[src/logic/sws_pkg.sv]
package sws_pkg;
  localparam logic [18:0] FLAGS_ADDR = 19'h7FFF0;
  localparam logic [18:0] WD_ADDR = 19'h7FFF7;
  localparam logic [18:0] CTRL_ADDR = 19'h7FFF8;
  localparam logic [18:0] ALARM_MON_ADDR = 19'h7FFF6;
  localparam logic [18:0] DAY_ADDR = 19'h7FFFC;
  localparam logic [18:0] SEC_ADDR = 19'h7FFF9;
  localparam int FLAG_WDF_BIT = 7;
  localparam int WD_STEER_BIT = 7;
  localparam int AFE_BIT = 7;
  localparam int SQUARE_WAVE_ENABLE_BIT = 6;
  localparam int ABE_BIT = 5;
  localparam int FT_BIT = 6;
  localparam int ST_BIT = 7;
  localparam int CAL_SIGN_BIT = 5;
  localparam int CLK_HZ = 50000000;
  localparam int OSC_HZ = 32768;
  localparam int FAST_RST_MIN_NS = 50;
  localparam int SLOW_RST_MIN_MS = 20;
  localparam int REC_MIN_MS = 40;
  localparam int FAST_RST_CYC = (FAST_RST_MIN_NS * 50 + 999) / 1000;
  localparam int SLOW_RST_CYC = SLOW_RST_MIN_MS * (CLK_HZ / 1000);
  localparam int REC_CYC = REC_MIN_MS * (CLK_HZ / 1000);
  localparam int OSC_DIV = CLK_HZ / (2 * OSC_HZ);
  localparam int OSC_PER_MIN = OSC_HZ * 60;
  localparam int CAL_CYCLE_MIN = 64;
  localparam int CAL_LAST_MIN = 62;
  localparam int CAL_SHORT = 128;
  localparam int CAL_LONG = 256;
  typedef struct packed {
    logic [18:0] addr;
    logic [7:0] wdata;
    logic wr;
    logic rd;
  } sws_bus_type;
endpackage

[src/logic/sws_top.sv]
// The plain strobed port was decided locally.
`timescale 1ns/10ps
module sws_top #(
  parameter int SLOW_CYC = sws_pkg::SLOW_RST_CYC,
  parameter int REC_CYC_P = sws_pkg::REC_CYC,
  parameter int SIXTEENTH_OSC = sws_pkg::OSC_HZ / 16,
  parameter int MIN_OSC = sws_pkg::OSC_PER_MIN
) (
  input wire logic i_sys_clk,
  input wire logic i_rst,
  input wire sws_pkg::sws_bus_type i_bus,
  input wire logic i_power_fail,
  input wire logic i_alarm_irq,
  input wire logic i_alarm_flag,
  input wire logic i_battery_low,
  input wire logic i_watchdog_kick_input,
  input wire logic i_fast_reset_input_n,
  input wire logic i_slow_reset_input_n,
  output logic [7:0] o_rdata,
  output logic o_irq_test_oe,
  output logic o_reset_oe,
  output logic o_square_wave_pin,
  output logic o_square_wave_oe,
  output logic o_second_tick
);
  import sws_pkg::*;

  logic [7:0] wd_reg, ctrl_reg;
  logic [3:0] rate_reg;
  logic afe_reg, square_wave_enable_reg, abe_reg, ft_reg, st_reg, wdf_reg;
  logic [10:0] osc_div_reg;
  logic osc_tick;
  logic [14:0] osc_cnt_reg;
  logic [31:0] wd_cnt_reg;
  logic [31:0] wd_limit;
  logic wd_irq_reg, kick_reg, timeout;
  logic [18:0] last_addr_reg;
  logic [7:0] flags_snap_reg;
  logic [31:0] fast_cnt_reg, slow_cnt_reg, rec_cnt_reg;
  logic rst_req, rst_hold_reg;
  logic [16:0] sec_cnt_reg;
  logic [5:0] sec_of_min_reg, min_cnt_reg;
  logic wr_wd, rd_flags, cal_active;
  logic [16:0] sec_len;
  assign wr_wd = i_bus.wr && i_bus.addr == WD_ADDR;
  assign rd_flags = i_bus.rd && i_bus.addr == FLAGS_ADDR;
  // Oscillator edges at 32768 Hz
  always_ff @(posedge i_sys_clk or posedge i_rst) begin
    if (i_rst) begin
      osc_div_reg <= 11'h000;
      osc_tick <= 1'b0;
    end else if (st_reg) begin
      osc_tick <= 1'b0;
    end else if (osc_div_reg == 11'(2 * OSC_DIV - 1)) begin
      osc_div_reg <= 11'h000;
      osc_tick <= 1'b1;
    end else begin
      osc_div_reg <= osc_div_reg + 11'h001;
      osc_tick <= 1'b0;
    end
  end
  always_ff @(posedge i_sys_clk or posedge i_rst) begin
    if (i_rst) osc_cnt_reg <= 15'h0000;
    else if (osc_tick) osc_cnt_reg <= osc_cnt_reg + 15'h0001;
  end
  // Watchdog limit in oscillator cycles
  always_comb begin
    case (wd_reg[1:0])
      2'b00: wd_limit = 32'(wd_reg[6:2]) * 32'(SIXTEENTH_OSC);
      2'b01: wd_limit = 32'(wd_reg[6:2]) * 32'(SIXTEENTH_OSC * 4);
      2'b10: wd_limit = 32'(wd_reg[6:2]) * 32'(SIXTEENTH_OSC * 16);
      default: wd_limit = 32'(wd_reg[6:2]) * 32'(SIXTEENTH_OSC * 64);
    endcase
  end
  assign timeout = osc_tick && wd_limit != 32'h0 && !wd_irq_reg
    && wd_cnt_reg + 32'h1 >= wd_limit;
  always_ff @(posedge i_sys_clk or posedge i_rst) begin
    if (i_rst) kick_reg <= 1'b0;
    else kick_reg <= i_watchdog_kick_input;
  end
  always_ff @(posedge i_sys_clk or posedge i_rst) begin
    if (i_rst) wd_cnt_reg <= 32'h0;
    else if (wr_wd || kick_reg != i_watchdog_kick_input || timeout)
      wd_cnt_reg <= 32'h0;
    else if (osc_tick) wd_cnt_reg <= wd_cnt_reg + 32'h1;
  end
  // Registers
  always_ff @(posedge i_sys_clk or posedge i_rst) begin
    if (i_rst) begin
      wd_reg <= 8'h00;
      ctrl_reg <= 8'h00;
      rate_reg <= 4'h0;
      afe_reg <= 1'b0;
      square_wave_enable_reg <= 1'b0;
      abe_reg <= 1'b0;
      ft_reg <= 1'b0;
      st_reg <= 1'b0;
    end else if (i_power_fail) begin
      wd_reg <= 8'h00;
      ft_reg <= 1'b0;
    end else if (timeout && wd_reg[WD_STEER_BIT]) begin
      wd_reg <= 8'h00;
      afe_reg <= 1'b0;
      square_wave_enable_reg <= 1'b0;
      abe_reg <= 1'b0;
      ft_reg <= 1'b0;
    end else if (i_bus.wr) begin
      if (i_bus.addr == WD_ADDR) wd_reg <= i_bus.wdata;
      if (i_bus.addr == CTRL_ADDR) ctrl_reg <= i_bus.wdata;
      if (i_bus.addr == FLAGS_ADDR) rate_reg <= i_bus.wdata[3:0];
      if (i_bus.addr == ALARM_MON_ADDR) begin
        afe_reg <= i_bus.wdata[AFE_BIT];
        square_wave_enable_reg <= i_bus.wdata[SQUARE_WAVE_ENABLE_BIT];
        abe_reg <= i_bus.wdata[ABE_BIT];
      end
      if (i_bus.addr == DAY_ADDR) ft_reg <= i_bus.wdata[FT_BIT];
      if (i_bus.addr == SEC_ADDR) st_reg <= i_bus.wdata[ST_BIT];
    end
  end
  // Watchdog flag, set wins over read clear
  always_ff @(posedge i_sys_clk or posedge i_rst) begin
    if (i_rst) wdf_reg <= 1'b0;
    else if (timeout) wdf_reg <= 1'b1;
    else if (rd_flags) wdf_reg <= 1'b0;
  end
  always_ff @(posedge i_sys_clk or posedge i_rst) begin
    if (i_rst) wd_irq_reg <= 1'b0;
    else if (timeout && !wd_reg[WD_STEER_BIT]) wd_irq_reg <= 1'b1;
    else if (wr_wd && i_bus.wdata == 8'h00) wd_irq_reg <= 1'b0;
  end
  // Flags snapshot refreshed only on address change
  always_ff @(posedge i_sys_clk or posedge i_rst) begin
    if (i_rst) begin
      last_addr_reg <= 19'h00000;
      flags_snap_reg <= 8'h00;
    end else if (i_bus.rd) begin
      last_addr_reg <= i_bus.addr;
      if (i_bus.addr != last_addr_reg)
        flags_snap_reg <= {wdf_reg, i_alarm_flag, 1'b0, i_battery_low,
          rate_reg};
    end
  end
  always_ff @(posedge i_sys_clk or posedge i_rst) begin
    if (i_rst) o_rdata <= 8'h00;
    else if (!i_bus.rd) o_rdata <= 8'h00;
    else if (i_bus.addr == FLAGS_ADDR)
      o_rdata <= (i_bus.addr != last_addr_reg) ? {wdf_reg, i_alarm_flag,
        1'b0, i_battery_low, rate_reg} : flags_snap_reg;
    else if (i_bus.addr == WD_ADDR) o_rdata <= wd_reg;
    else if (i_bus.addr == CTRL_ADDR) o_rdata <= ctrl_reg;
    else o_rdata <= 8'h00;
  end
  // Reset input qualification
  always_ff @(posedge i_sys_clk or posedge i_rst) begin
    if (i_rst) fast_cnt_reg <= 32'h0;
    else if (i_fast_reset_input_n) fast_cnt_reg <= 32'h0;
    else if (fast_cnt_reg < 32'(FAST_RST_CYC))
      fast_cnt_reg <= fast_cnt_reg + 32'h1;
  end
  always_ff @(posedge i_sys_clk or posedge i_rst) begin
    if (i_rst) slow_cnt_reg <= 32'h0;
    else if (i_slow_reset_input_n) slow_cnt_reg <= 32'h0;
    else if (slow_cnt_reg < 32'(SLOW_CYC))
      slow_cnt_reg <= slow_cnt_reg + 32'h1;
  end
  assign rst_req = i_power_fail || fast_cnt_reg >= 32'(FAST_RST_CYC)
    || slow_cnt_reg >= 32'(SLOW_CYC);
  always_ff @(posedge i_sys_clk or posedge i_rst) begin
    if (i_rst) begin
      rec_cnt_reg <= 32'h0;
      rst_hold_reg <= 1'b0;
    end else if (rst_req || (timeout && wd_reg[WD_STEER_BIT])) begin
      rec_cnt_reg <= 32'(REC_CYC_P);
      rst_hold_reg <= 1'b1;
    end else if (rec_cnt_reg > 32'h1) begin
      rec_cnt_reg <= rec_cnt_reg - 32'h1;
    end else begin
      rec_cnt_reg <= 32'h0;
      rst_hold_reg <= 1'b0;
    end
  end
  assign o_reset_oe = rst_hold_reg;
  // Calibrated second, minute counters
  assign cal_active = min_cnt_reg < 6'(2 * ctrl_reg[4:0])
    && min_cnt_reg < 6'(CAL_LAST_MIN) && sec_of_min_reg == 6'h00;
  always_comb begin
    sec_len = 17'(OSC_HZ);
    if (cal_active) begin
      if (ctrl_reg[CAL_SIGN_BIT]) sec_len = 17'(OSC_HZ - CAL_SHORT);
      else sec_len = 17'(OSC_HZ + CAL_LONG);
    end
  end
  always_ff @(posedge i_sys_clk or posedge i_rst) begin
    if (i_rst) begin
      sec_cnt_reg <= 17'h00000;
      sec_of_min_reg <= 6'h00;
      min_cnt_reg <= 6'h00;
      o_second_tick <= 1'b0;
    end else begin
      o_second_tick <= 1'b0;
      if (osc_tick) begin
        if (sec_cnt_reg + 17'h1 >= sec_len) begin
          sec_cnt_reg <= 17'h00000;
          o_second_tick <= 1'b1;
          if (sec_of_min_reg == 6'd59) begin
            sec_of_min_reg <= 6'h00;
            min_cnt_reg <= min_cnt_reg + 6'h01;
          end else sec_of_min_reg <= sec_of_min_reg + 6'h01;
        end else sec_cnt_reg <= sec_cnt_reg + 17'h00001;
      end
    end
  end
  // Square wave and test pin, from raw divider
  always_ff @(posedge i_sys_clk or posedge i_rst) begin
    if (i_rst) begin
      o_square_wave_pin <= 1'b0;
      o_square_wave_oe <= 1'b0;
    end else begin
      o_square_wave_oe <= square_wave_enable_reg && rate_reg != 4'h0;
      if (rate_reg == 4'h0) o_square_wave_pin <= 1'b0;
      else if (rate_reg == 4'h1)
        o_square_wave_pin <= osc_div_reg < 11'(OSC_DIV);
      else o_square_wave_pin <= osc_cnt_reg[rate_reg - 4'h1];
    end
  end
  always_ff @(posedge i_sys_clk or posedge i_rst) begin
    if (i_rst) o_irq_test_oe <= 1'b0;
    else if (wd_irq_reg || i_alarm_irq) o_irq_test_oe <= 1'b1;
    else if (!st_reg && ft_reg && !afe_reg
      && (wd_reg[WD_STEER_BIT] || wd_reg == 8'h00))
      o_irq_test_oe <= !osc_cnt_reg[5];
    else o_irq_test_oe <= 1'b0;
  end
endmodule // sws_top

[config.mk]
export PLATFORM = sky130hd
export DESIGN_NAME = sws_top
export DESIGN_NICKNAME = d
export VERILOG_FILES = /design/src/logic/sws_pkg.sv /design/src/logic/sws_top.sv
export SDC_FILE = /design/constraint.sdc
export NUM_CORES = 1
export LEC_CHECK = 0
export BUFFER_PORTS_ARGS = -buffer_cell sky130_fd_sc_hd__buf_2
export CORE_UTILIZATION = 40
export DETAILED_ROUTE_END_ITERATION = 12
export PLACE_DENSITY = 0.53
export SLEW_MARGIN = 15
export SYNTH_ARGS = -nofsm -noshare
export SYNTH_HDL_FRONTEND = slang
export SYNTH_SLANG_ARGS = --single-unit
export TNS_END_PERCENT = 20
[constraint.sdc]
create_clock -name i_sys_clk -period 10.2 [get_ports i_sys_clk]
set_input_delay 0.51 -clock i_sys_clk [delete_from_list [all_inputs] [get_ports i_sys_clk]]
set_output_delay 0.51 -clock i_sys_clk [all_outputs]
set_load 0.01 [all_outputs]
---- Word level (Yosys, flattened, before mapping) ----
Index checks and enable logic that the tools add are counted.
word-level totals
  output and inout bits ................... 13
  bits of input ports ..................... 38
  bits in registers ....................... 251
operators by class
  bitwise gates (word level) .............. 2
  reduce and logical (&&, ||, !) cells .... 51
  equal/unequal tests ..................... 14
  $add $sub $neg .......................... 10
  muxes and demuxes ....................... 49
  order comparisons ....................... 11
operators by type and width
  cell                                                                  count
  two-way mux 32 bit                                                    8
  equality test 19 bit (second input constant)                          6
  adder 32 x 1 -> 32 bit (second input constant)                        3
  two-way mux 8 bit                                                     9
  one-hot mux 22 bit (3 select lines)                                   1
  greater-or-equal comparator 32 x 2 -> 1 bit (second input constant)   1
  greater-or-equal comparator 32 x 20 -> 1 bit (second input constant)  1
  greater-or-equal comparator 32 bit                                    1
  > comparator 32 x 1 -> 1 bit (second input constant)                  1
  less-than comparator 32 x 2 -> 1 bit (second input constant)          1
  less-than comparator 32 x 20 -> 1 bit (second input constant)         1
  two-way mux 16 bit                                                    2
  nonzero test 32 bit                                                   1
  subtractor 32 x 1 -> 32 bit (second input constant)                   1
  two-way mux 1 bit                                                     25
  inequality test 19 bit                                                1
  adder 17 x 1 -> 17 bit (second input constant)                        1
  greater-or-equal comparator 17 bit                                    1
  two-way mux 17 bit                                                    1
  logical NOT 8 bit                                                     2
  adder 15 x 1 -> 15 bit (second input constant)                        1
  logical AND 1 bit                                                     14
  nonzero test 2 bit                                                    7
  adder 6 x 1 -> 6 bit (second input constant)                          2
  27 further kinds                                                      45

---- Longest topological paths before layout ----
  depth in word-level cells ............... 9
  depth in mapped cells ................... 21
  depth with buffers taken out ............ 20

---- Worst setup path before layout ----
OpenSTA, ideal clock, no wires.
  kind .................................... register -> register
  start point ............................. register wd_cnt_reg[3]
  end point ............................... register ctrl_reg[0]
  stages on the path, launching flop included .. 18
  data arrival time ....................... 4.610 ns
  setup slack ............................. 5.466 ns
  period minus slack after synthesis ...... 4.734 ns
  setup time .............................. 0.125 ns
  path through ............................ dfrtp_1 -> buf_2 -> nand4_1 -> buf_2 -> nor4_1 -> nand3_1 -> xnor2_1 -> ha_1 -> nand3_1 -> a21boi_0 -> o31a_1 -> or4_1 -> nor4b_2 -> a31oi_1 -> and2_1 -> buf_6 -> nor4_4 -> mux2_2
between the ends
  word-level cells in the longest chain between the ends .. 6
ends and longest elaborated chain
  what                                  RTL line        RTL
  start, declared                       sws_top.sv:34   logic [31:0] wd_cnt_reg;
  start signal, assigned                sws_top.sv:85   else if (osc_tick) wd_cnt_reg <= wd_cnt_reg + 32'h1;
  adder 32 x 1 -> 32 bit                sws_top.sv:76   && wd_cnt_reg + 32'h1 >= wd_limit;
  greater-or-equal comparator 32 bit    sws_top.sv:76
  logical AND 1 bit                     sws_top.sv:76
  logical AND 1 bit                     sws_top.sv:101  end else if (timeout && wd_reg[WD_STEER_BIT]) begin
  inverter 1 bit (no source line)       -
  AND reduction 4 bit (no source line)  -
  end signal, assigned                  sws_top.sv:109  if (i_bus.addr == CTRL_ADDR) ctrl_reg <= i_bus.wdata;
  end, declared                         sws_top.sv:28   logic [7:0] wd_reg, ctrl_reg;
No other way between the ends.
A chain may end at the register's enable or synchronous reset.

---- Worst setup path in the final report ----
  start point ............................. register wd_cnt_reg[3]
  end point ............................... register ctrl_reg[7]
Same word-level chain as after synthesis.

==> impl_metrics.yaml <==
run_status:
  status: "finished clean"
drt:
  drt-total-wl_um: 28000
  routedWlPerCell_um: 15.6
  vias: 9421
  firstDrtPassIters: 5
  final_antenna_net_count: 0
  wl_met1_um: 13300
  top_layer: "met4"
  wl_met2_um: 13100
  post_drt_via_cell_ratio: 5.27
  met3WireLength_um: 859
  drt_iter0_drc: 541
  post-route-drc-count: 0
worst_hold_path:
  holdPathEnd: "kick_reg"
  hold_depth: 1
  hold_start: "i_watchdog_kick_input"
  hold_class: "in -> reg"
sta:
  timing.final.crit_share: 0.508
  worst_pin_slew_ns: 0.968
  fin_hold_ws_ns: 0.101
  min_period_ns: 5.18
  rsz0062_at_grt: "no"
  relSlewSlack: 0.354
  fin_skew_ns: 0.0112
  finalHoldViolations: 0
  fin_setup_tns_ns: 0
  max_freq_mhz: 193
  slew_violations: 0
  setup_viol: 0
synth:
  synth_top_cell_area_share: 0.480
  syn_nets: 1374
  netlist_top_cells_area: "dfrtp_1 (48%), xnor2_1 (6.1%), mux2_2 (4.7%)"
  synth_largest_area_cell: "dfrtp_1"
  ys_warn_count: 0
  async_flop_share: 1.00
  synth_commonest_cells: "dfrtp_1 (251), nor2_1 (150), xnor2_1 (91), nand2_1 (84), nand3_1 (63)"
  ys_seq_elements: 251
  synth-edff-count: 0
  synth_most_common_cell: "dfrtp_1"
  syn-cell-area_mm2: 0.0131
  synth_area_per_cell_um2: 10.1
  synthFlopType: "dfrtp_1"
  seq_area_frac_synth: 0.480
  ys_types: 64
  syn_inst: 1296
critical_path:
  crit_fanout: 11
  critPathCaptureType: "flop"
  r2r_cells: 14
  r2r_slack_ns: 5.02
  crit_type: "reg -> reg"
  worstPathArrival_ns: 5.63
  r2r_start: "wd_cnt_reg[3]"
  timing.rr.end: "ctrl_reg[7]"
  crit_required_ns: 10.65
  start_kind: "flop"
grt:
  grt_max_degree: 141
  grt_pass1_wl_um: 48600
  antenna_found_initial: 0
  grt_use_total: 0.176
  first_global_vias: 9491
  grt_overflow: 0
floorplanning:
  die_x_um: 183
  die_area_mm2: 0.0334
  initial_utilization: 0.410
  ios: 51
  rows: 65
  die_y_um: 183
  core_area_mm2: 0.0319
power_and_ir_drop:
  leakage_nw: 6.42
  finalPower_w: 0.00234
  p_per_area_mw_per_mm2: 158
  ir_worst_vdd_v: 0.000176
cells_and_area:
  drive_gt1_frac: 0.136
  ff_latch_area_mm2: 0.00628
  nNetsFinal: 1408
  multiInputGateArea_mm2: 0.00648
  nFillCells: 3085
  area_growth_pct: 13.4
  n_antenna_cell: 0
  fin_area_mm2: 0.0148
  post-route-util: 0.465
cts:
  cts_setup_buffers: 0
  cts-root-buf: "clkbuf_16"
  hold_buffers: 0
  worstSkewPairLatency_ns: 0.57
  cts.sinks: 251
  tritoncts: "yes"
  post_cts_resize_count: 0
  clockBufferDepth: 3
  cts_buffers: 30
  clkTransAtPathRegs_ns: 0.06
  htree_levels: 1
placement:
  dp_hpwl_um: 19000
  place_congestion: 0.821
  io_buffers: 50
  placed_cell_area_mm2: 0.0137
flow_run:
  cap_viol_max_count: 0
[cell usage in the layout, fill, tap and decap left out, types with 25 or more instances in the layout]
cell type  instances
dfrtp_1          251
nor2_1           150
xnor2_1           91
nand2_1           84
nand3_1           63
xor2_1            61
nor2b_1           59
mux2_2            55
buf_2             50
nand4_1           44
nor4_1            41
ha_1              40
nor3_1            34
o21ai_0           32
inv_1             31
clkbuf_16         30
and3_1            25
[through the flow]
step	setup slack [ns]	cells
after floorplan	2.79	1296
after global placement	5.14	1733
after detailed placement	5.05	1733
after CTS	5.02	1788
after global routing	4.65	1788
final	5.02	1788
[cells by family after synthesis]
family          synth area share
compound gates            0.0713
xor+xnor                   0.102
fa+ha+maj                 0.0383
buf+inv                   0.0264
flops                      0.480
mux                       0.0587
simple gates               0.223
[per-layer routing]
layer  GRT usage  vias to the layer above
met1       0.241                     4603
met5           0                        -
met3      0.0260                       39
li1            -                     4662
met4      0.0437                        0
met2       0.294                      117
[critical path, stage by stage, from the launching register on]
cell	delay, ns
dfrtp_1	0.46
nand4_1	0.38
or4_1	0.70
nor2_1	0.23
xor2_1	0.18
ha_1	0.27
a21oi_1	0.17
a21boi_0	0.10
o31a_1	0.28
or4_1	0.52
nor4b_2	0.28
a31oi_1	0.23
and2_1	0.30
nor4_4	0.57
mux2_2	0.39
[how the worst max path moves through the flow]
stage	slack, ns	startpoint	cells after the start	end
finish	5.02	wd_cnt_reg[3]	14	ctrl_reg[7]
floorplan	2.79	i_rst	1	afe_reg
CTS	5.02	wd_cnt_reg[3]	14	ctrl_reg[7]
global route	4.65	wd_cnt_reg[4]	14	ctrl_reg[7]
detailed placement	5.05	wd_cnt_reg[3]	14	ctrl_reg[7]
global placement	5.14	wd_cnt_reg[3]	14	ctrl_reg[5]
[final cells by class]
class / count / share of cell area
clock buffers: 44 / 0.0616
well taps: 435 / 0.0367
multi-input cells: 956 / 0.437
clock inverters: 11 / 0.0114
inverters: 32 / 0.00861
repair buffers: 59 / 0.0214
flip-flops and latches: 251 / 0.424
[where the power goes]
part	internal, W	switching (W)
clock	0.000717	0.000423
combinational	0.0000585	0.0000869
sequential	0.00102	0.0000281
No activity file was read; power rests on OpenSTA's default activity.
